<file path="src/hdl/iicb_map.vh">
`ifndef IICB_MAP_VH
`define IICB_MAP_VH
// Register byte addresses
`define IICB_ADDR_RX_UNDERFLOW_CLEAR_FIELD 32'h50001344
`define IICB_ADDR_RX_OVERFLOW_CLEAR_FIELD  32'h50001348
`define IICB_ADDR_TX_OVERFLOW_CLEAR_FIELD  32'h5000134c
`define IICB_ADDR_READ_REQUEST_CLEAR_FIELD   32'h50001350
`define IICB_ADDR_CLR_TX_ABORT 32'h50001354
`define IICB_ADDR_RX_DONE_CLEAR_FIELD  32'h50001358
`define IICB_ADDR_BUS_ACTIVITY_CLEAR_FIELD 32'h5000135c
`define IICB_ADDR_CLR_STOP     32'h50001360
`define IICB_ADDR_CLR_START    32'h50001364
`define IICB_ADDR_GENERAL_CALL_CLEAR_FIELD 32'h50001368
`define IICB_ADDR_ENABLE       32'h5000136c
`define IICB_ADDR_RAW_STATUS   32'h50001390
`define IICB_ADDR_IRQ_MASK     32'h50001394
`define IICB_ADDR_ABORT_SRC    32'h50001398
// Raw interrupt status bit positions
`define IICB_BIT_RX_UNDER 0
`define IICB_BIT_RX_OVER  1
`define IICB_BIT_TX_OVER  3
`define IICB_BIT_RD_REQ   5
`define IICB_BIT_TX_ABORT 6
`define IICB_BIT_RX_DONE  7
`define IICB_BIT_ACTIVITY 8
`define IICB_BIT_STOP     9
`define IICB_BIT_START    10
`define IICB_BIT_GENERAL_CALL_IRQ 11
// Abort source bit kept across a clear when restarts are off
`define IICB_BIT_ABORT_KEEP 9
// Widths and reset values
`define IICB_RAW_W        12
`define IICB_ABORT_W      16
`define IICB_RAW_RESET    12'h000
`define IICB_MASK_RESET   12'h000
`define IICB_ABORT_RESET  16'h0000
`define IICB_ENABLE_RESET 1'h0
// Bits that this bank can set at all
`define IICB_RAW_IMPL     12'hfeb
`endif

</file>
<file path="src/hdl/iicb_clear_bank.v">
// Overview of operation
// - Reading underflow clear drops status bit 0
// - Reading overflow clear drops status bit 1
// - Reading tx overflow clear drops bit 3
// - Reading read-request clear drops bit 5
// - Abort clear drops bit 6 and abort source
// - Abort clear releases flushed transmit FIFO
// - Abort source bit 9 has clearing exception
// - Reading receive-done clear drops bit 7
// - Activity clear works only when bus idle
// - Activity flag stays set while bus active
// - Hardware drops activity when disabled and idle
// - Activity clear read returns bit 8 state
// - Reading start-detect clear drops bit 10
// - Reading general-call clear drops bit 11
//
// The APB interface to the registers was decided locally.
`timescale 1ns/1ps
`default_nettype none
`include "iicb_map.vh"

module iicb_clear_bank (
	// Clock and reset
	input  wire        pclk,
	input  wire        presetn,
	// APB slave
	input  wire        psel,
	input  wire        penable,
	input  wire        pwrite,
	input  wire [31:0] paddr,
	input  wire [31:0] pwdata,
	output wire        pready,
	output reg  [31:0] prdata,
	output reg         pslverr,
	// Interrupt sources, one-cycle pulses
	input  wire        evt_rx_underflow,
	input  wire        evt_rx_overflow,
	input  wire        evt_tx_overflow,
	input  wire        evt_read_request,
	input  wire        evt_tx_abort,
	input  wire        evt_rx_done,
	input  wire        evt_stop_condition,
	input  wire        evt_start_condition,
	input  wire        evt_general_call,
	// Abort cause pulses, one bit per cause
	input  wire [15:0] abort_cause_set,
	// Restart support off keeps abort bit 9
	input  wire        restart_disabled,
	// Controller activity level on the bus
	input  wire        bus_active,
	// Controls and status towards the controller
	output wire        ctrl_enable,
	output wire        tx_fifo_flush_hold,
	output wire        irq
);

	// Access states, one-hot
	localparam [2:0] ST_IDLE = 3'h1;
	localparam [2:0] ST_WAIT = 3'h2;
	localparam [2:0] ST_RESP = 3'h4;
	// Idle waits for penable, wait captures the read data,
	// resp raises pready for one cycle; every transfer thus
	// sees two cycles with pready low after its setup cycle
	// Trade: two extra cycles per access for a registered answer

	// Register select indices
	localparam integer SEL_UNDER  = 0;
	localparam integer SEL_OVER   = 1;
	localparam integer SEL_TXOVR  = 2;
	localparam integer SEL_RDREQ  = 3;
	localparam integer SEL_ABORT  = 4;
	localparam integer SEL_DONE   = 5;
	localparam integer SEL_ACT    = 6;
	localparam integer SEL_STOP   = 7;
	localparam integer SEL_START  = 8;
	localparam integer SEL_GCALL  = 9;
	localparam integer SEL_ENA    = 10;
	localparam integer SEL_RAW    = 11;
	localparam integer SEL_MASK   = 12;
	localparam integer SEL_ABSRC  = 13;
	localparam integer SEL_W      = 14;
	// Indices 0 to 9 are read-to-clear registers; their order
	// follows the address map, not the status bit positions

	// Address decode to one-hot select; zero means unmapped
	// Only whole aligned words decode; other byte addresses err
	function [SEL_W-1:0] dec_sel;
		input [31:0] addr;
		begin
			dec_sel = {SEL_W{1'b0}};
			case (addr)
				`IICB_ADDR_RX_UNDERFLOW_CLEAR_FIELD : dec_sel[SEL_UNDER] = 1'b1;
				`IICB_ADDR_RX_OVERFLOW_CLEAR_FIELD  : dec_sel[SEL_OVER]  = 1'b1;
				`IICB_ADDR_TX_OVERFLOW_CLEAR_FIELD  : dec_sel[SEL_TXOVR] = 1'b1;
				`IICB_ADDR_READ_REQUEST_CLEAR_FIELD   : dec_sel[SEL_RDREQ] = 1'b1;
				`IICB_ADDR_CLR_TX_ABORT : dec_sel[SEL_ABORT] = 1'b1;
				`IICB_ADDR_RX_DONE_CLEAR_FIELD  : dec_sel[SEL_DONE]  = 1'b1;
				`IICB_ADDR_BUS_ACTIVITY_CLEAR_FIELD : dec_sel[SEL_ACT]   = 1'b1;
				`IICB_ADDR_CLR_STOP     : dec_sel[SEL_STOP]  = 1'b1;
				`IICB_ADDR_CLR_START    : dec_sel[SEL_START] = 1'b1;
				`IICB_ADDR_GENERAL_CALL_CLEAR_FIELD : dec_sel[SEL_GCALL] = 1'b1;
				`IICB_ADDR_ENABLE       : dec_sel[SEL_ENA]   = 1'b1;
				`IICB_ADDR_RAW_STATUS   : dec_sel[SEL_RAW]   = 1'b1;
				`IICB_ADDR_IRQ_MASK     : dec_sel[SEL_MASK]  = 1'b1;
				`IICB_ADDR_ABORT_SRC    : dec_sel[SEL_ABSRC] = 1'b1;
				default                 : dec_sel = {SEL_W{1'b0}};
			endcase
		end
	endfunction

	// Map a clear register select to its raw status bit
	function [`IICB_RAW_W-1:0] clr_bits;
		input [SEL_W-1:0] sel;
		begin
			clr_bits = {`IICB_RAW_W{1'b0}};
			clr_bits[`IICB_BIT_RX_UNDER] = sel[SEL_UNDER];
			clr_bits[`IICB_BIT_RX_OVER]  = sel[SEL_OVER];
			clr_bits[`IICB_BIT_TX_OVER]  = sel[SEL_TXOVR];
			clr_bits[`IICB_BIT_RD_REQ]   = sel[SEL_RDREQ];
			clr_bits[`IICB_BIT_TX_ABORT] = sel[SEL_ABORT];
			clr_bits[`IICB_BIT_RX_DONE]  = sel[SEL_DONE];
			clr_bits[`IICB_BIT_ACTIVITY] = sel[SEL_ACT];
			clr_bits[`IICB_BIT_STOP]     = sel[SEL_STOP];
			clr_bits[`IICB_BIT_START]    = sel[SEL_START];
			clr_bits[`IICB_BIT_GENERAL_CALL_IRQ] = sel[SEL_GCALL];
		end
	endfunction

	// State and register storage
	reg [2:0]               state_ff;      // Access phase tracker
	reg [2:0]               nxt_state;
	reg [`IICB_RAW_W-1:0]   raw_ff;        // Raw interrupt status
	reg [`IICB_RAW_W-1:0]   nxt_raw;
	reg [`IICB_RAW_W-1:0]   mask_ff;       // Interrupt enable mask
	reg [`IICB_RAW_W-1:0]   nxt_mask;
	reg [`IICB_ABORT_W-1:0] abort_ff;      // Abort source bits
	reg [`IICB_ABORT_W-1:0] nxt_abort;
	reg                     enable_ff;     // Controller enable
	reg                     nxt_enable;
	reg                     flush_ff;      // Transmit FIFO held flushed
	reg                     nxt_flush;
	reg [31:0]              nxt_prdata;
	reg                     nxt_pslverr;

	// Decoded access, set and clear vectors
	wire [SEL_W-1:0]         sel;
	wire                     acc_done;     // Completing edge of a transfer
	wire                     rd_done;
	wire                     wr_done;
	wire [`IICB_RAW_W-1:0]   set_vec;      // Hardware events this cycle
	wire [`IICB_RAW_W-1:0]   rd_clr;       // Read-to-clear requests
	wire [`IICB_RAW_W-1:0]   w1c_clr;      // Software write-one clears
	wire [`IICB_ABORT_W-1:0] abort_keep;   // Bits spared by abort clear
	wire                     act_hw_clr;

	// Decode straight from the address bus, no storage
	assign sel      = dec_sel(paddr);
	// Two wait states: data is captured first, effect lands when ready
	assign pready   = state_ff[2];
	assign acc_done = psel & penable & state_ff[2];
	assign rd_done  = acc_done & ~pwrite;
	assign wr_done  = acc_done & pwrite;

	// Events arrive as single-cycle pulses from the controller;
	// a pulse that lands while its flag is already set is lost,
	// since the flag only records that the event happened
	// Event vector in raw status layout; bits 2 and 4 live elsewhere
	assign set_vec[`IICB_BIT_RX_UNDER] = evt_rx_underflow;
	assign set_vec[`IICB_BIT_RX_OVER]  = evt_rx_overflow;
	assign set_vec[2]                  = 1'b0;
	assign set_vec[`IICB_BIT_TX_OVER]  = evt_tx_overflow;
	assign set_vec[4]                  = 1'b0;
	assign set_vec[`IICB_BIT_RD_REQ]   = evt_read_request;
	assign set_vec[`IICB_BIT_TX_ABORT] = evt_tx_abort;
	assign set_vec[`IICB_BIT_RX_DONE]  = evt_rx_done;
	// Activity is a level: stays set while the bus is busy
	assign set_vec[`IICB_BIT_ACTIVITY] = bus_active;
	assign set_vec[`IICB_BIT_STOP]     = evt_stop_condition;
	assign set_vec[`IICB_BIT_START]    = evt_start_condition;
	assign set_vec[`IICB_BIT_GENERAL_CALL_IRQ] = evt_general_call;

	// Idle gate on the activity clear is belt and braces:
	// a busy bus sets the flag again in the same cycle anyway,
	// so the gate only matters if the set path is ever changed
	// Read clears; activity read clear is gated by an idle bus
	assign rd_clr = clr_bits(rd_done ? sel : {SEL_W{1'b0}})
		& ~({`IICB_RAW_W{1'b0}}
		| ({{(`IICB_RAW_W-1){1'b0}}, bus_active}
		<< `IICB_BIT_ACTIVITY));

	// Write-one-to-clear on the raw status register
	assign w1c_clr = (wr_done & sel[SEL_RAW])
		? pwdata[`IICB_RAW_W-1:0] : {`IICB_RAW_W{1'b0}};

	// Disabled and idle controller drops activity on its own
	assign act_hw_clr = ~enable_ff & ~bus_active;

	// Only the one exception bit is spared; any other abort
	// cause must be read before the clear, or it is gone
	// Bit 9 survives the abort clear while restarts are off
	assign abort_keep = {{(`IICB_ABORT_W-1){1'b0}}, restart_disabled}
		<< `IICB_BIT_ABORT_KEEP;

	// Interrupt is a plain OR of stored bits, so it cannot
	// glitch on bus traffic; it follows a mask write at once
	// Outputs from flip-flops
	assign ctrl_enable        = enable_ff;
	assign tx_fifo_flush_hold = flush_ff;
	assign irq                = |(raw_ff & mask_ff);

	// Access sequencing
	always @* begin
		nxt_state = ST_IDLE;
		case (state_ff)
			ST_IDLE: begin
				// First access cycle: go capture
				if (psel & penable)
					nxt_state = ST_WAIT;
			end
			ST_WAIT: begin
				// Capture cycle for read data and error
				nxt_state = ST_RESP;
			end
			ST_RESP: begin
				// Transfer ends here; next setup restarts at idle
				nxt_state = ST_IDLE;
			end
			default: begin
				nxt_state = ST_IDLE;
			end
		endcase
	end

	// Read data and error captured one cycle before ready
	always @* begin
		nxt_prdata  = prdata;
		nxt_pslverr = pslverr;
		if (state_ff[1]) begin
			nxt_prdata  = 32'h00000000;
			nxt_pslverr = ~(|sel);
			// Flag is read a cycle before the clear lands, so a flag
			// first set in the capture cycle is cleared yet returned as 0
			// Clear registers return the flag they clear
			if (|clr_bits(sel))
				nxt_prdata[0] = |(raw_ff & clr_bits(sel));
			else if (sel[SEL_ENA])
				nxt_prdata[0] = enable_ff;
			else if (sel[SEL_RAW])
				nxt_prdata[`IICB_RAW_W-1:0] = raw_ff;
			else if (sel[SEL_MASK])
				nxt_prdata[`IICB_RAW_W-1:0] = mask_ff;
			else if (sel[SEL_ABSRC])
				nxt_prdata[`IICB_ABORT_W-1:0] = abort_ff;
		end
	end

	// Three clear sources meet here: read-to-clear, write-one
	// clear and the hardware activity clear. A set in the same
	// cycle always wins, yet an event in an earlier cycle of the
	// transfer can still be cleared before software sees the flag
	// Raw status: hardware set wins over any clear in the same cycle
	always @* begin
		nxt_raw = raw_ff & ~rd_clr & ~w1c_clr;
		if (act_hw_clr)
			nxt_raw[`IICB_BIT_ACTIVITY] = 1'b0;
		nxt_raw = (nxt_raw | set_vec) & `IICB_RAW_IMPL;
	end

	// Abort source: cleared by abort read, new causes still land
	always @* begin
		nxt_abort = abort_ff;
		if (rd_done & sel[SEL_ABORT])
			nxt_abort = abort_ff & abort_keep;
		nxt_abort = nxt_abort | abort_cause_set;
	end

	// While held, the transmit buffer is kept empty by the
	// controller; software must read the abort clear to resume
	// Transmit FIFO flush hold: abort engages, abort clear releases
	always @* begin
		nxt_flush = flush_ff;
		if (rd_done & sel[SEL_ABORT])
			nxt_flush = 1'b0;
		// A fresh abort in the same cycle keeps the hold
		if (evt_tx_abort)
			nxt_flush = 1'b1;
	end

	// Mask bits with no status bit behind them stay zero,
	// so a read of the mask shows what can really interrupt
	// Software-writable controls
	always @* begin
		nxt_enable = enable_ff;
		nxt_mask   = mask_ff;
		if (wr_done & sel[SEL_ENA])
			nxt_enable = pwdata[0];
		if (wr_done & sel[SEL_MASK])
			nxt_mask = pwdata[`IICB_RAW_W-1:0] & `IICB_RAW_IMPL;
	end

	// Reset puts the tracker in idle, so a transfer cut by
	// reset simply restarts from its setup cycle
	// State register
	always @(posedge pclk or negedge presetn) begin
		if (!presetn) begin
			state_ff <= ST_IDLE;
		end else begin
			state_ff <= nxt_state;
		end
	end

	// Read data holds between transfers; only the capture
	// cycle of the next transfer loads it again
	// Bus response registers
	always @(posedge pclk or negedge presetn) begin
		if (!presetn) begin
			prdata  <= 32'h00000000;
			pslverr <= 1'b0;
		end else begin
			prdata  <= nxt_prdata;
			pslverr <= nxt_pslverr;
		end
	end

	// All state clears together on reset; the flush hold
	// starts released, as no abort can have happened yet,
	// and the controller starts disabled
	// Status and control registers
	always @(posedge pclk or negedge presetn) begin
		if (!presetn) begin
			raw_ff    <= `IICB_RAW_RESET;
			mask_ff   <= `IICB_MASK_RESET;
			abort_ff  <= `IICB_ABORT_RESET;
			enable_ff <= `IICB_ENABLE_RESET;
			flush_ff  <= 1'b0;
		end else begin
			raw_ff    <= nxt_raw;
			mask_ff   <= nxt_mask;
			abort_ff  <= nxt_abort;
			enable_ff <= nxt_enable;
			flush_ff  <= nxt_flush;
		end
	end

endmodule // iicb_clear_bank
`default_nettype wire

</file>
<file path="config.mk">
export PLATFORM = sky130hd
export DESIGN_NAME = iicb_clear_bank
export DESIGN_NICKNAME = d
export VERILOG_FILES = /design/src/hdl/iicb_clear_bank.v
export VERILOG_INCLUDE_DIRS = /design/src /design/src/hdl
export SDC_FILE = /design/constraint.sdc
export NUM_CORES = 1
export LEC_CHECK = 0
export BUFFER_PORTS_ARGS = -buffer_cell sky130_fd_sc_hd__buf_2
export CORE_MARGIN = 1.5
export CORE_UTILIZATION = 30
export DETAILED_ROUTE_END_ITERATION = 8
export GPL_ROUTABILITY_DRIVEN = 0
export HOLD_SLACK_MARGIN = 0.08
export SYNTH_ARGS = -nofsm -noshare
export SYNTH_HDL_FRONTEND = slang
export SYNTH_SLANG_ARGS = --single-unit
</file>
<file path="constraint.sdc">
create_clock -name pclk -period 2.1 [get_ports pclk]
set_input_delay 0.315 -clock pclk [delete_from_list [all_inputs] [get_ports pclk]]
set_output_delay 0.315 -clock pclk [all_outputs]
set_load 0.02 [all_outputs]
</file>
# Word-level counts from Yosys, hierarchy flattened
# Index checks and enable logic that the tools add are counted.
# totals
regBits	58
output_inout_bits	37
wordCells	84
input_bits	96
# classes
eq_ne	16
n_mux	31
reduce_logical	5
n_bitwise	24
# ops
operator	count
$eq 32x31->1 const B	14
$and 12x12->12	5
$mux 12	3
$mux 16	2
$mux 15	2
$not 12->12	2
$reduce_or 12->1	2
$mux 1	19
$and 16x10->16	1
$or 16x16->16	1
$reduce_or 14->1	1
$not 9->12	1
$or 12x12->12	1
$mux 10	1
$reduce_or 10->1	1
$and 1x1->1	9
$mux 4	2
$pmux 3 s2	1
$not 1->1	4
$eq 3x1->1 const B	1
$eq 3x2->1 const B	1
$mux 2	1
$reduce_bool 2->1	1

# Logic depth before layout (Yosys ltp)
# Gate-level depths: netlist of the first run.
# depth
ltp_word	10
depth_mapped	7
ltp_nobuf	5

# Least setup slack after synthesis of the first run
# Ideal clock, no wire load.
# synth_timing
kind	input to register
from	in paddr[26]
to	reg abort_ff[10]
path_buffers	1
arrival_time_ns	1.662
path_slack_ns	0.320
path_stages	6
setup_time_ns	0.118
t_required_ns	1.982
path_cell_list	nor4b_4 -> nand3b_2 -> nor4_4 -> nand2_2 -> buf_2 -> a21o_1
# synth_via
elab_chain_len	5
# synth_lines
item	line	rtl
start, declared	iicb_clear_bank.v:30	input wire [31:0] paddr,
$eq 32x31->1	iicb_clear_bank.v:91	case (addr)
$mux 1	iicb_clear_bank.v:91	
$and 1x1->1	iicb_clear_bank.v:272	if (rd_done & sel[SEL_ABORT])
$mux 16	iicb_clear_bank.v:272	
$or 16x16->16	iicb_clear_bank.v:274	nxt_abort = nxt_abort | abort_cause_set;
net nxt_abort[10]	iicb_clear_bank.v:137	reg [`IICB_ABORT_W-1:0] nxt_abort;
end signal, assigned	iicb_clear_bank.v:333	abort_ff <= `IICB_ABORT_RESET;
end signal, assigned	iicb_clear_bank.v:339	abort_ff <= nxt_abort;
end, declared	iicb_clear_bank.v:136	reg [`IICB_ABORT_W-1:0] abort_ff;
# The timed path passes the listed nets, and every way through them passes these cells.
# A chain may end at the register's enable or synchronous reset.

# Worst setup path in the final report of the first run
# layout_timing
from	reg raw_ff[5]
to	out irq
# layout_via
elab_chain_len	2
# layout_lines
item	line	rtl
start, declared	iicb_clear_bank.v:132	reg [`IICB_RAW_W-1:0] raw_ff;
start signal, assigned	iicb_clear_bank.v:331	raw_ff <= `IICB_RAW_RESET;
start signal, assigned	iicb_clear_bank.v:337	raw_ff <= nxt_raw;
$and 12x12->12	iicb_clear_bank.v:209	assign irq = |(raw_ff & mask_ff);
$reduce_or 12->1	iicb_clear_bank.v:209	
end, declared	iicb_clear_bank.v:54	output wire irq
# Every way passes these cells.

==> PnR_summary.wiki, run 1 <==
{| class="wikitable"
! Metric !! Value
|-
| Result of the run || finished clean
|-
| Count of input and output buffers || 94
|-
| Chip Height || 103 um
|-
| Maximum operating frequency || 535 MHz
|-
| Total iterations of the first detailed-routing run || 4
|-
| Clock Pin Slew Worst Setup and Hold Paths || around 0.070 ns
|-
| Number of cells on the worst reg-to-reg path || 6
|-
| Class of the most critical setup path || reg2out
|-
| Maximum number of pins on one net before global-route repair || 32
|-
| Worst hold stages || 2
|-
| Total grt overflow || 0
|-
| Setup Total Neg Slack || 0 ns
|-
| P per Cell Area || approximately 650 nW/um^2
|-
| Type of the most critical hold path || in2reg
|-
| Starting density of the core || 0.308
|-
| CTS tree || yes
|-
| Post-layout min period || 1.87 ns
|-
| Maximum number of buffers from clock root to sink || 2
|-
| Commonest non-fill, non-tap cells in the layout || 94 x sky130_fd_sc_hd__buf_2, 57 x sky130_fd_sc_hd__dfrtp_1, 20 x sky130_fd_sc_hd__buf_4
|-
| Initial drt markers || roughly 110
|-
| Hpwl dp || roughly 6300 um
|-
| Combinational fraction of design power || 0.098
|-
| Total net switching power || between 0.6 and 0.7 mW
|-
| Maximum level of the CTS H-tree || 3
|-
| Cell at the root of the clock tree || sky130_fd_sc_hd__clkbuf_8
|-
| Via-to-Cell Ratio || roughly 4.9
|-
| Setup crit start kind || register
|-
| Maxcap violations || 0
|-
| Most used flip-flop cell after synthesis || sky130_fd_sc_hd__dfrtp_1
|-
| Count of unresolved DRC violations after routing || 0
|-
| Via count of the first global-routing pass || around 2.5k
|-
| Antenna violations before repair || 0
|-
| Fraction of final layout cells with drive strength greater than 1 || 0.435
|-
| Average footprint of a synthesized cell || approximately 11 sq um
|-
| EDFF count, synth || 0
|-
| Unique cell type count in the Yosys netlist || 50
|-
| First-pass GRT wire length || around 12000 um
|-
| Antenna diode count || 0
|-
| Highest ir drop seen on vdd || around 0.38 mV
|-
| Relative contribution of sequential cells to total power || 0.448
|-
| Int Power || 1.91 mW
|-
| CP Max Fanout || 4
|-
| Count of mapped cells out of synthesis || between 200 and 300
|-
| Number of nets in the finished design || between 400 and 500
|-
| Post-route fraction of the period consumed by the critical path || 0.890
|-
| Arr. time, crit path || roughly 1.6 ns
|-
| Portion of total power attributed to the clock network || 0.455
|-
| Average routed wire per standard cell || 15.6 um
|-
| Pins Over Slew Limit || 0
|-
| Clock Latency Late Sink || ~0.34 ns
|-
| Fraction of registers with async set/reset || 1.00
|-
| Detailed Route WL || ~8000 um
|-
| Unrepaired setup endpoints after global routing || no
|-
| Switching share of total power || 0.251
|-
| Critical path capture point type || primary output
|-
| Worst-case clock skew || approximately 0.007 ns
|-
| Count of cells resized by post-cts repair || 0
|-
| Synth warnings || 0
|-
| Placed cell areas || between 3000 and 4000 sq um
|-
| Combined global-route utilization of all metal layers || 0.159
|-
| Cell area after layout || ~4000 sq um
|-
| Number of clock buffers inserted by TritonCTS || 9
|-
| Leading cell type in the layout, fill and taps excluded || sky130_fd_sc_hd__buf_2
|-
| Number of vias after detailed routing || approximately 2.5k
|-
| Post-CTS setup repair buffer count || 0
|-
| CTS sink cnt || 58
|-
| Total Die Area || about 11000 sq um
|-
| Lkg Pwr || 1.74 nW
|-
| Share of the yosys chip area belonging to registers || 0.482
|-
| Number of buffers inserted for hold repair after clock tree synthesis || 1
|-
| Required time at the endpoint of the critical path || approximately 1.8 ns
|-
| Top-level port count || 133
|-
| Row count || 36
|-
| Number of setup violations in the final report || 0
|-
| Count of state elements after synthesis || 58
|-
| Post-synthesis instance area || ~3000 sq um
|-
| Layout Area Growth over Synthesis || 30.5%
|-
| Horizontal die dimension || between 100 and 150 um
|-
| Total power consumption of the routed design || 2.54 mW
|-
| Total count of hold-check failures in the final report || 0
|-
| Floorplan Core Area || around 10000 sq um
|-
| Detail Route Antenna Nets || 0
|}
-- path summary, 6_finish.rpt --
path	from	end	slack, ns
setup / recovery	raw_ff[5]$_DFF_PN0_	irq	0.23
setup reg to reg	state_ff[2]$_DFF_PN0_	abort_ff[4]$_DFF_PN0_	0.34
min in group asynchronous	presetn	raw_ff[3]$_DFF_PN0_	0.41
max in group asynchronous	presetn	state_ff[0]$_DFF_PN1_	1.08
hold reg to reg	abort_ff[15]$_DFF_PN0_	abort_ff[15]$_DFF_PN0_	0.48
hold / removal	abort_cause_set[6]	abort_ff[6]$_DFF_PN0_	0.14
-- critical path: stages (launching register included) --
cell and delay, ns:
sky130_fd_sc_hd__dfrtp_1 0.42, sky130_fd_sc_hd__a22o_1 0.25, sky130_fd_sc_hd__a221oi_1 0.21, sky130_fd_sc_hd__nand4_1 0.14, sky130_fd_sc_hd__buf_2 0.19
-- per-layer routing --
metal,vias up,share of wire,global-route usage
met5,-,0,0
met2,111,0.45,0.256
met4,0,0.016,0.0696
met1,1199,0.45,0.208
li1,1193,-,-
met3,13,0.075,0.0356
-- sequential cells by signal, indices dropped and copies added, names as in the netlist --
name,count
raw_ff,10
abort_ff,16
mask_ff,10
state_ff,3
ctrl_enable,1
prdata,16
pslverr,1
tx_fifo_flush_hold,1
-- area by class of cell --
class                           instances  area (sq um)
Timing Repair Buffer                  116           651
Tap cell                              133           166
Clock inverter                          7           103
Fill cell                            1006          5840
Multi-Input combinational cell        189          1420
Clock buffer                            9           124
Inverter                                5          18.8
Sequential cell                        58          1450
-- through the flow --
stage                     utilization  hold slack (ns)  std cells  setup slack [ns]
after floorplan                     -           0.0194        279             0.320
after global placement          0.378            0.233        500            0.0523
after detailed placement        0.378            0.241        500            0.0541
after CTS                       0.402            0.128        517             0.194
after global routing            0.402            0.133        517            0.0755
final                           0.402            0.145        517             0.231
-- kinds of logic (layout without fill, tap and decap cells) --
group | count (synthesis) | count (layout) | synth area share
and+or+nand+nor | 81 | 81 | 0.190
other | 1 | 16 | 0.00124
buffers and inverters | 32 | 137 | 0.0664
AOI/OAI and AO/OA | 69 | 69 | 0.175
DFF | 58 | 58 | 0.482
muxes | 23 | 23 | 0.0855
-- power by group through the flow --
| stage | Clock [mW] | Combinational (mW) | Sequential, mW |
|---|---|---|---|
| CTS | 1.19 | 0.254 | 1.14 |
| global route | 1.24 | 0.276 | 1.14 |
| floorplan | 0 | 0.119 | 1.17 |
| finish | 1.16 | 0.249 | 1.14 |
| global placement | 0 | 0.247 | 1.16 |
| detailed placement | 0 | 0.252 | 1.16 |
-- synth_stat cells, drive strengths merged, types with 2 or more instances --
library cell / count / area [sq um]
o2bb2ai: 9 / 78.8
nand3: 13 / 80.1
nand2b: 2 / 12.5
nand4: 4 / 25.0
clkbuf: 5 / 18.8
nor4b: 4 / 95.1
mux2i: 10 / 100
inv: 5 / 18.8
nor4: 7 / 95.1
a21oi: 12 / 60.1
or4: 2 / 15.0
a211oi: 2 / 15.0
a22oi: 3 / 22.5
nor2: 14 / 55.1
o21ai: 2 / 10.0
buf: 22 / 163
a22o: 8 / 70.1
nand2: 18 / 70.1
nor2b: 3 / 18.8
nor3: 5 / 25.0
nand4b: 2 / 17.5
mux2: 12 / 135
a21o: 18 / 135
a31o: 9 / 78.8
nand3b: 2 / 18.8
dfrtp: 57 / 1430
and4bb: 2 / 25.0
(Power assumes the default switching activity.)
==> run 2, diff against run 1 <==
- clock period: 2.1 -> 1.65 ns (I/O delays scaled with it)
==> run 2 against run 1 <==
Effect of this change: the flow now finishes with violations (negative setup slack); combinational power rose by 45%; sequential power grew 27%; global-route usage is 0.43 points higher; register-to-register slack worse by 0.34 ns; first-iteration DRC count shrank 3.8%; wire length up 4.0%; clock-buffer cell count rose by 1; critical path depth is the same; non-clock buffer count increased by 31; largest power group is now sequential cells.
==> PnR_summary.wiki, run 2 (synthesis gave the netlist of run 1 again) <==
{| class="wikitable"
! Metric !! Value
|-
| Result of the run || finished, violations left (was finished clean)
|-
| Violations in the final reports || negative setup slack
|-
| Unrepaired setup endpoints after global routing || yes (was no)
|-
| Initial drt markers || 102 (was 106)
|-
| Type of the most critical hold path || in2reg (unchanged)
|-
| Placed insts || 520 (was 500)
|-
| Post-route fraction of the period consumed by the critical path || 1.03
|-
| Antenna violations before repair || 0 (unchanged)
|-
| Leading registers by flop count || abort_ff x16, prdata x16 (unchanged)
|-
| Final std cells w/o fill || 547 (was 517)
|-
| Detailed Route WL || 8390 um (was 8070 um)
|-
| Lkg Pwr || 1.93 nW (was 1.74 nW)
|-
| Combined global-route utilization of all metal layers || 0.164 (was 0.159)
|-
| Commonest non-fill, non-tap cells in the layout || 93 x sky130_fd_sc_hd__buf_2, 56 x sky130_fd_sc_hd__dfrtp_1, 42 x sky130_fd_sc_hd__buf_4 (was 94 x sky130_fd_sc_hd__buf_2, 57 x sky130_fd_sc_hd__dfrtp_1, 20 x sky130_fd_sc_hd__buf_4)
|-
| Setup crit start kind || register (unchanged)
|-
| Number of clock buffers inserted by TritonCTS || 9 (unchanged)
|-
| Total Die Area || 10700 sq um (unchanged)
|-
| Setup slack on the worst flop-to-flop path || 0 ns (was 0.34 ns)
|-
| Pre-CTS setup slack || -0.321 ns (was 0.0541 ns)
|-
| Maximum operating frequency || between 500 and 600 MHz
|-
| Worst hold stages || 2 (unchanged)
|-
| Post-Route Hold Slack || 0.0991 ns (was 0.145 ns)
|-
| Clock Latency Late Sink || 0.33 ns (was 0.34 ns)
|-
| Worst-case clock skew || 0.00520 ns (was 0.00703 ns)
|-
| Critical-path cell with the highest stage delay || sky130_fd_sc_hd__dfrtp_1 (unchanged)
|-
| Total count of hold-check failures in the final report || 0 (unchanged)
|-
| Worst-case setup margin in the final layout || -0.0569 ns (was 0.231 ns)
|-
| Total iterations of the first detailed-routing run || 4 (unchanged)
|-
| Count of unresolved DRC violations after routing || 0 (unchanged)
|-
| CTS tree || yes (unchanged)
|-
| Startpoint of the worst register-to-register path || raw_ff[5]$_DFF_PN0_ (was state_ff[2]$_DFF_PN0_)
|-
| Number of buffers and inverters on the critical path || 1 (unchanged)
|-
| Average routed wire per standard cell || 15.3 um (was 15.6 um)
|-
| Count of input and output buffers || 94 (unchanged)
|-
| Fraction of final layout cells with drive strength greater than 1 || 0.483 (was 0.435)
|-
| Number of setup violations in the final report || 1 (was 0)
|-
| CTS sink cnt || 58 (unchanged)
|-
| Via count of the first global-routing pass || 2692 (was 2512)
|-
| Maximum level of the CTS H-tree || 3 (unchanged)
|-
| Placed cell areas || 3880 sq um (was 3700 sq um)
|-
| Maxcap violations || 0 (unchanged)
|-
| Row count || 36 (unchanged)
|-
| Via-to-Cell Ratio || 4.72 (was 4.87)
|-
| Total grt overflow || 0 (unchanged)
|-
| Worst flop-to-flop path endpoint || prdata[0]$_DFFE_PN0P_ (was abort_ff[4]$_DFF_PN0_)
|-
| Detail Route Antenna Nets || 0 (unchanged)
|-
| Cell breakdown of the critical path || a22o_1 > a221oi_2 > nand4_1 > buf_4 (was a22o_1 > a221oi_1 > nand4_1 > buf_2)
|-
| Terminating pin of the worst hold path || abort_ff[15]$_DFF_PN0_ (was abort_ff[6]$_DFF_PN0_)
|-
| Layout Area Growth over Synthesis || 41.5% (was 30.5%)
|-
| Number of nets in the finished design || 506 (was 475)
|-
| Required time at the endpoint of the critical path || 1.40 ns (was 1.78 ns)
|-
| Post-layout min period || approximately 1.7 ns
|-
| Maximum number of pins on one net before global-route repair || 59 (was 32)
|-
| Horizontal die dimension || 103 um (unchanged)
|-
| Pins Over Slew Limit || 0 (unchanged)
|-
| Top cell family by delay on the critical path || compound AO/OA/AOI/OAI gates (unchanged)
|-
| Worst path depth || 4 (unchanged)
|-
| Arr. time, crit path || 1.46 ns (was 1.55 ns)
|-
| Number of cells on the worst reg-to-reg path || 6 (unchanged)
|-
| CP Max Fanout || 2 (was 4)
|-
| Start point of the worst min-delay path || abort_cause_set[15] (was abort_cause_set[6])
|-
| P per Cell Area || 763 nW/um^2 (was 647 nW/um^2)
|-
| Setup Total Neg Slack || -0.0569 ns (was 0 ns)
|-
| Highest ir drop seen on vdd || 0.326 mV (was 0.378 mV)
|-
| Leading cell type in the layout, fill and taps excluded || sky130_fd_sc_hd__buf_2 (unchanged)
|-
| Cell at the root of the clock tree || sky130_fd_sc_hd__clkbuf_8 (unchanged)
|-
| Chip Height || 103 um (unchanged)
|-
| Critical path capture point type || primary output (unchanged)
|-
| Cell area after layout || 4270 sq um (was 3930 sq um)
|-
| Hpwl dp || 6390 um (was 6320 um)
|-
| Longest individual stage delay on the worst path || 0.38 ns (was 0.42 ns)
|-
| Class of the most critical setup path || reg2out (unchanged)
|-
| Clock Pin Slew Worst Setup and Hold Paths || 0.07 ns (about the same)
|-
| Maximum number of buffers from clock root to sink || 2 (unchanged)
|-
| Starting density of the core || 0.308 (unchanged)
|-
| Top-level port count || 133 (unchanged)
|-
| Floorplan Core Area || 9770 sq um (unchanged)
|-
| Number of vias after detailed routing || 2581 (was 2516)
|-
| First-pass GRT wire length || 13200 um (was 12500 um)
|-
| Antenna diode count || 0 (unchanged)
|}
==> run 2: timing repair <==
action / 4_1_cts / 5_1_grt
setup buffers: 3 / 1
pin swaps: 2 / 4
resized for setup: 2 / 9
hold buffers: 8 / 0
endpoints found under the hold margin: 64 / 0
endpoints found under the setup margin: 1 / 26
==> run 2: final cells by class <==
cell class                 count  area, sq um
clock inverter                 5         78.8
timing repair buffer         147          932
multi-input combinational    189         1480
sequential                    58         1450
clock buffer                  10          138
fill                         970         5510
tap                          133          166
inverter                       5         18.8
==> run 2: how the worst max path moves through the flow <==
stage | from | endpoint | slack [ns]
finish | raw_ff[5]$_DFF_PN0_ | irq | -0.06
global route | raw_ff[5]$_DFF_PN0_ | irq | -0.18
CTS | raw_ff[5]$_DFF_PN0_ | irq | -0.09
detailed placement | paddr[26] | prdata[0]$_DFFE_PN0P_ | -0.32
global placement | paddr[26] | raw_ff[11]$_DFF_PN0_ | -0.27
floorplan | paddr[26] | prdata[0]$_DFFE_PN0P_ | -0.06
==> run 2: metrics by stage <==
stage | utilization | total power, mW
final | 0.436 | 3.25
after global placement | 0.397 | 1.82
after global routing | 0.436 | 3.39
after floorplan | - | 1.64
after detailed placement | 0.397 | 1.82
after CTS | 0.431 | 3.29
==> run 2: power breakdown <==
group | total, mW | switching (mW) | internal, mW
Combinational | 0.360 | 0.201 | 0.159
Sequential | 1.45 | 0.0111 | 1.44
Clock | 1.44 | 0.562 | 0.880
Total | 3.25 | 0.775 | 2.48
==> run 2: per-layer routing <==
| metal | GRT usage | part of all wire | vias up | wire length (um) |
|---|---|---|---|---|
| li1 | - | - | 1253 | - |
| met1 | 0.215 | 0.46 | 1229 | 3900 |
| met2 | 0.259 | 0.45 | 91 | 3800 |
| met3 | 0.0417 | 0.070 | 8 | 585 |
| met4 | 0.0655 | 0.013 | 0 | 111 |
| met5 | 0 | 0 | - | 0 |
==> run 3, diff against run 2 <==
- CTS_BUF_LIST: unset -> sky130_fd_sc_hd__clkbuf_16
==> run 3 against run 2 <==
Effect of this change: the run still ends with negative setup slack left; wire length down 0.14%; combinational power decreased by 3%; utilization grew 0.40 points; largest cell class unchanged.
==> PnR_summary.wiki, run 3 (synthesis gave the netlist of run 1 again) <==
{| class="wikitable"
! Metric !! Value
|-
| Maxcap violations || 0 (unchanged)
|-
| Row count || 36 (unchanged)
|-
| Startpoint of the worst register-to-register path || raw_ff[5]$_DFF_PN0_ (unchanged)
|-
| Floorplan Core Area || 9770 sq um (unchanged)
|-
| Clock Latency Late Sink || 0.33 ns (about the same)
|-
| Clock Pin Slew Worst Setup and Hold Paths || 0.05 ns (was 0.07 ns)
|-
| Number of nets in the finished design || 501 (was 506)
|-
| Lkg Pwr || 1.96 nW (was 1.93 nW)
|-
| Critical path capture point type || primary output (unchanged)
|-
| Worst hold stages || 2 (unchanged)
|-
| Worst-case setup margin in the final layout || -0.0581 ns (was -0.0569 ns)
|-
| Top-level port count || 133 (unchanged)
|-
| Antenna diode count || 0 (unchanged)
|-
| Commonest non-fill, non-tap cells in the layout || 92 x sky130_fd_sc_hd__buf_2, 56 x sky130_fd_sc_hd__dfrtp_1, 45 x sky130_fd_sc_hd__buf_4 (was 93 x sky130_fd_sc_hd__buf_2, 56 x sky130_fd_sc_hd__dfrtp_1, 42 x sky130_fd_sc_hd__buf_4)
|-
| Total iterations of the first detailed-routing run || 4 (unchanged)
|-
| Number of cells on the worst reg-to-reg path || 6 (unchanged)
|-
| Maximum number of buffers from clock root to sink || 2 (unchanged)
|-
| Total count of hold-check failures in the final report || 0 (unchanged)
|-
| P per Cell Area || 867 nW/um^2 (was 763 nW/um^2)
|-
| Via count of the first global-routing pass || 2695 (was 2692)
|-
| Post-route fraction of the period consumed by the critical path || 1.04 (was 1.03)
|-
| CTS sink cnt || 58 (unchanged)
|-
| Fraction of final layout cells with drive strength greater than 1 || 0.491 (was 0.483)
|-
| Final std cells w/o fill || 542 (was 547)
|-
| Setup slack on the worst flop-to-flop path || 0 ns (about the same)
|-
| CP Max Fanout || 2 (unchanged)
|-
| Pins Over Slew Limit || 0 (unchanged)
|-
| Antenna violations before repair || 0 (unchanged)
|-
| Total grt overflow || 0 (unchanged)
|-
| Maximum level of the CTS H-tree || 3 (unchanged)
|-
| Start point of the worst min-delay path || abort_cause_set[14] (was abort_cause_set[15])
|-
| Hpwl dp || 6390 um (unchanged)
|-
| Utilization after layout || 0.440 (was 0.436)
|-
| Horizontal die dimension || 103 um (unchanged)
|-
| Arr. time, crit path || 1.46 ns (about the same)
|-
| Highest ir drop seen on vdd || 0.526 mV (was 0.326 mV)
|-
| Number of fillers in the final layout || 953 (was 970)
|-
| Terminating pin of the worst hold path || abort_ff[14]$_DFF_PN0_ (was abort_ff[15]$_DFF_PN0_)
|-
| Detail Route Antenna Nets || 0 (unchanged)
|-
| Maximum operating frequency || 585 MHz (was 586 MHz)
|-
| Detailed Route WL || 8380 um (was 8390 um)
|-
| Post-layout min period || 1.71 ns (about the same)
|-
| Maximum number of pins on one net before global-route repair || 59 (unchanged)
|-
| CTS tree || yes (unchanged)
|-
| Number of setup violations in the final report || 2 (was 1)
|-
| Cell at the root of the clock tree || sky130_fd_sc_hd__clkbuf_16 (was sky130_fd_sc_hd__clkbuf_8)
|-
| Result of the run || finished, violations left (unchanged)
|-
| Violations in the final reports || negative setup slack (unchanged)
|-
| Initial drt markers || 116 (was 102)
|-
| Starting density of the core || 0.308 (unchanged)
|-
| Combined global-route utilization of all metal layers || 0.167 (was 0.164)
|-
| Total Die Area || 10700 sq um (unchanged)
|-
| Count of unresolved DRC violations after routing || 0 (unchanged)
|-
| Unrepaired setup endpoints after global routing || yes (unchanged)
|-
| Count of input and output buffers || 94 (unchanged)
|-
| First-pass GRT wire length || 13200 um (about the same)
|-
| Leading registers by flop count || abort_ff x16, prdata x16 (unchanged)
|-
| Setup crit start kind || register (unchanged)
|-
| Worst-case clock skew || 0.00539 ns (was 0.00520 ns)
|-
| Worst flop-to-flop path endpoint || prdata[0]$_DFFE_PN0P_ (unchanged)
|-
| Placed insts || 520 (unchanged)
|-
| Number of clock buffers inserted by TritonCTS || 9 (unchanged)
|-
| Post-Route Hold Slack || 0.0980 ns (was 0.0991 ns)
|-
| Type of the most critical hold path || in2reg (unchanged)
|-
| Layout Area Growth over Synthesis || 42.7% (was 41.5%)
|-
| Chip Height || 103 um (unchanged)
|-
| Average routed wire per standard cell || 15.5 um (was 15.3 um)
|-
| Required time at the endpoint of the critical path || 1.40 ns (about the same)
|-
| Class of the most critical setup path || reg2out (unchanged)
|-
| Number of vias after detailed routing || 2588 (was 2581)
|-
| Via-to-Cell Ratio || 4.77 (was 4.72)
|-
| Leading cell type in the layout, fill and taps excluded || sky130_fd_sc_hd__buf_2 (unchanged)
|}
-- run 3: changes by cell type in the layout (fill, tap and decap cells not counted), sizes merged --
cell,change
buf,+2
clkbuf,-1
clkinv,+1
dlygate4sd3,-7
-- run 3: how the worst max path moves through the flow --
stage,to,from,slack (ns)
after CTS,irq,raw_ff[5]$_DFF_PN0_,-0.07
final,irq,raw_ff[5]$_DFF_PN0_,-0.06
after global placement,raw_ff[11]$_DFF_PN0_,paddr[26],-0.27
after floorplan,prdata[0]$_DFFE_PN0P_,paddr[26],-0.06
after detailed placement,prdata[0]$_DFFE_PN0P_,paddr[26],-0.32
after global routing,irq,raw_ff[5]$_DFF_PN0_,-0.16
-- run 3: through the flow --
step / cell area (sq um) / power [mW] / worst slack (ns) / setup TNS (ns)
after floorplan: 3090 / 1.64 / -0.0582 / -0.281
after global placement: 3880 / 1.82 / -0.268 / -9.41
after detailed placement: 3880 / 1.82 / -0.321 / -10.57
after CTS: 4230 / 3.77 / -0.0687 / -0.0888
after global routing: 4300 / 3.88 / -0.164 / -0.221
final: 4300 / 3.73 / -0.0581 / -0.0603
-- run 3: repair_timing --
| action | 4_1_cts | 5_1_grt |
|---|---|---|
| resized for setup | 2 | 10 |
| pin swaps | 2 | 7 |
| endpoints found under the hold margin | 57 | 0 |
| hold buffers | 1 | 0 |
| setup buffers | 3 | 3 |
| endpoints found under the setup margin | 1 | 30 |
-- run 3: report_power, final --
part           leakage (nW)  internal (mW)  total, mW  switching (mW)
clock                 0.153           1.30       1.93           0.625
sequential            0.662           1.44       1.45          0.0109
combinational          1.14          0.150      0.350           0.200
-- run 3: critical path, cell delays in order (launching register included) --
cell	delay, ns
sky130_fd_sc_hd__dfrtp_1	0.37
sky130_fd_sc_hd__a22o_1	0.26
sky130_fd_sc_hd__a221oi_2	0.17
sky130_fd_sc_hd__nand4_1	0.15
sky130_fd_sc_hd__buf_4	0.19
-- run 3: final cells by class --
cell class              instances  area [sq um]  area share
clock buffers                   9           225      0.0523
clock inverters                 6          82.6      0.0192
well taps                     133           166      0.0387
multi-input cells             189          1480       0.343
repair buffers                142           880       0.204
inverters                       5          18.8     0.00436
flip-flops and latches         58          1450       0.338
-- run 3: layer usage --
| layer | part of all wire | track usage |
|---|---|---|
| met1 | 0.45 | 0.218 |
| met4 | 0.022 | 0.0842 |
| met5 | 0 | 0 |
| met3 | 0.077 | 0.0417 |
| met2 | 0.45 | 0.258 |
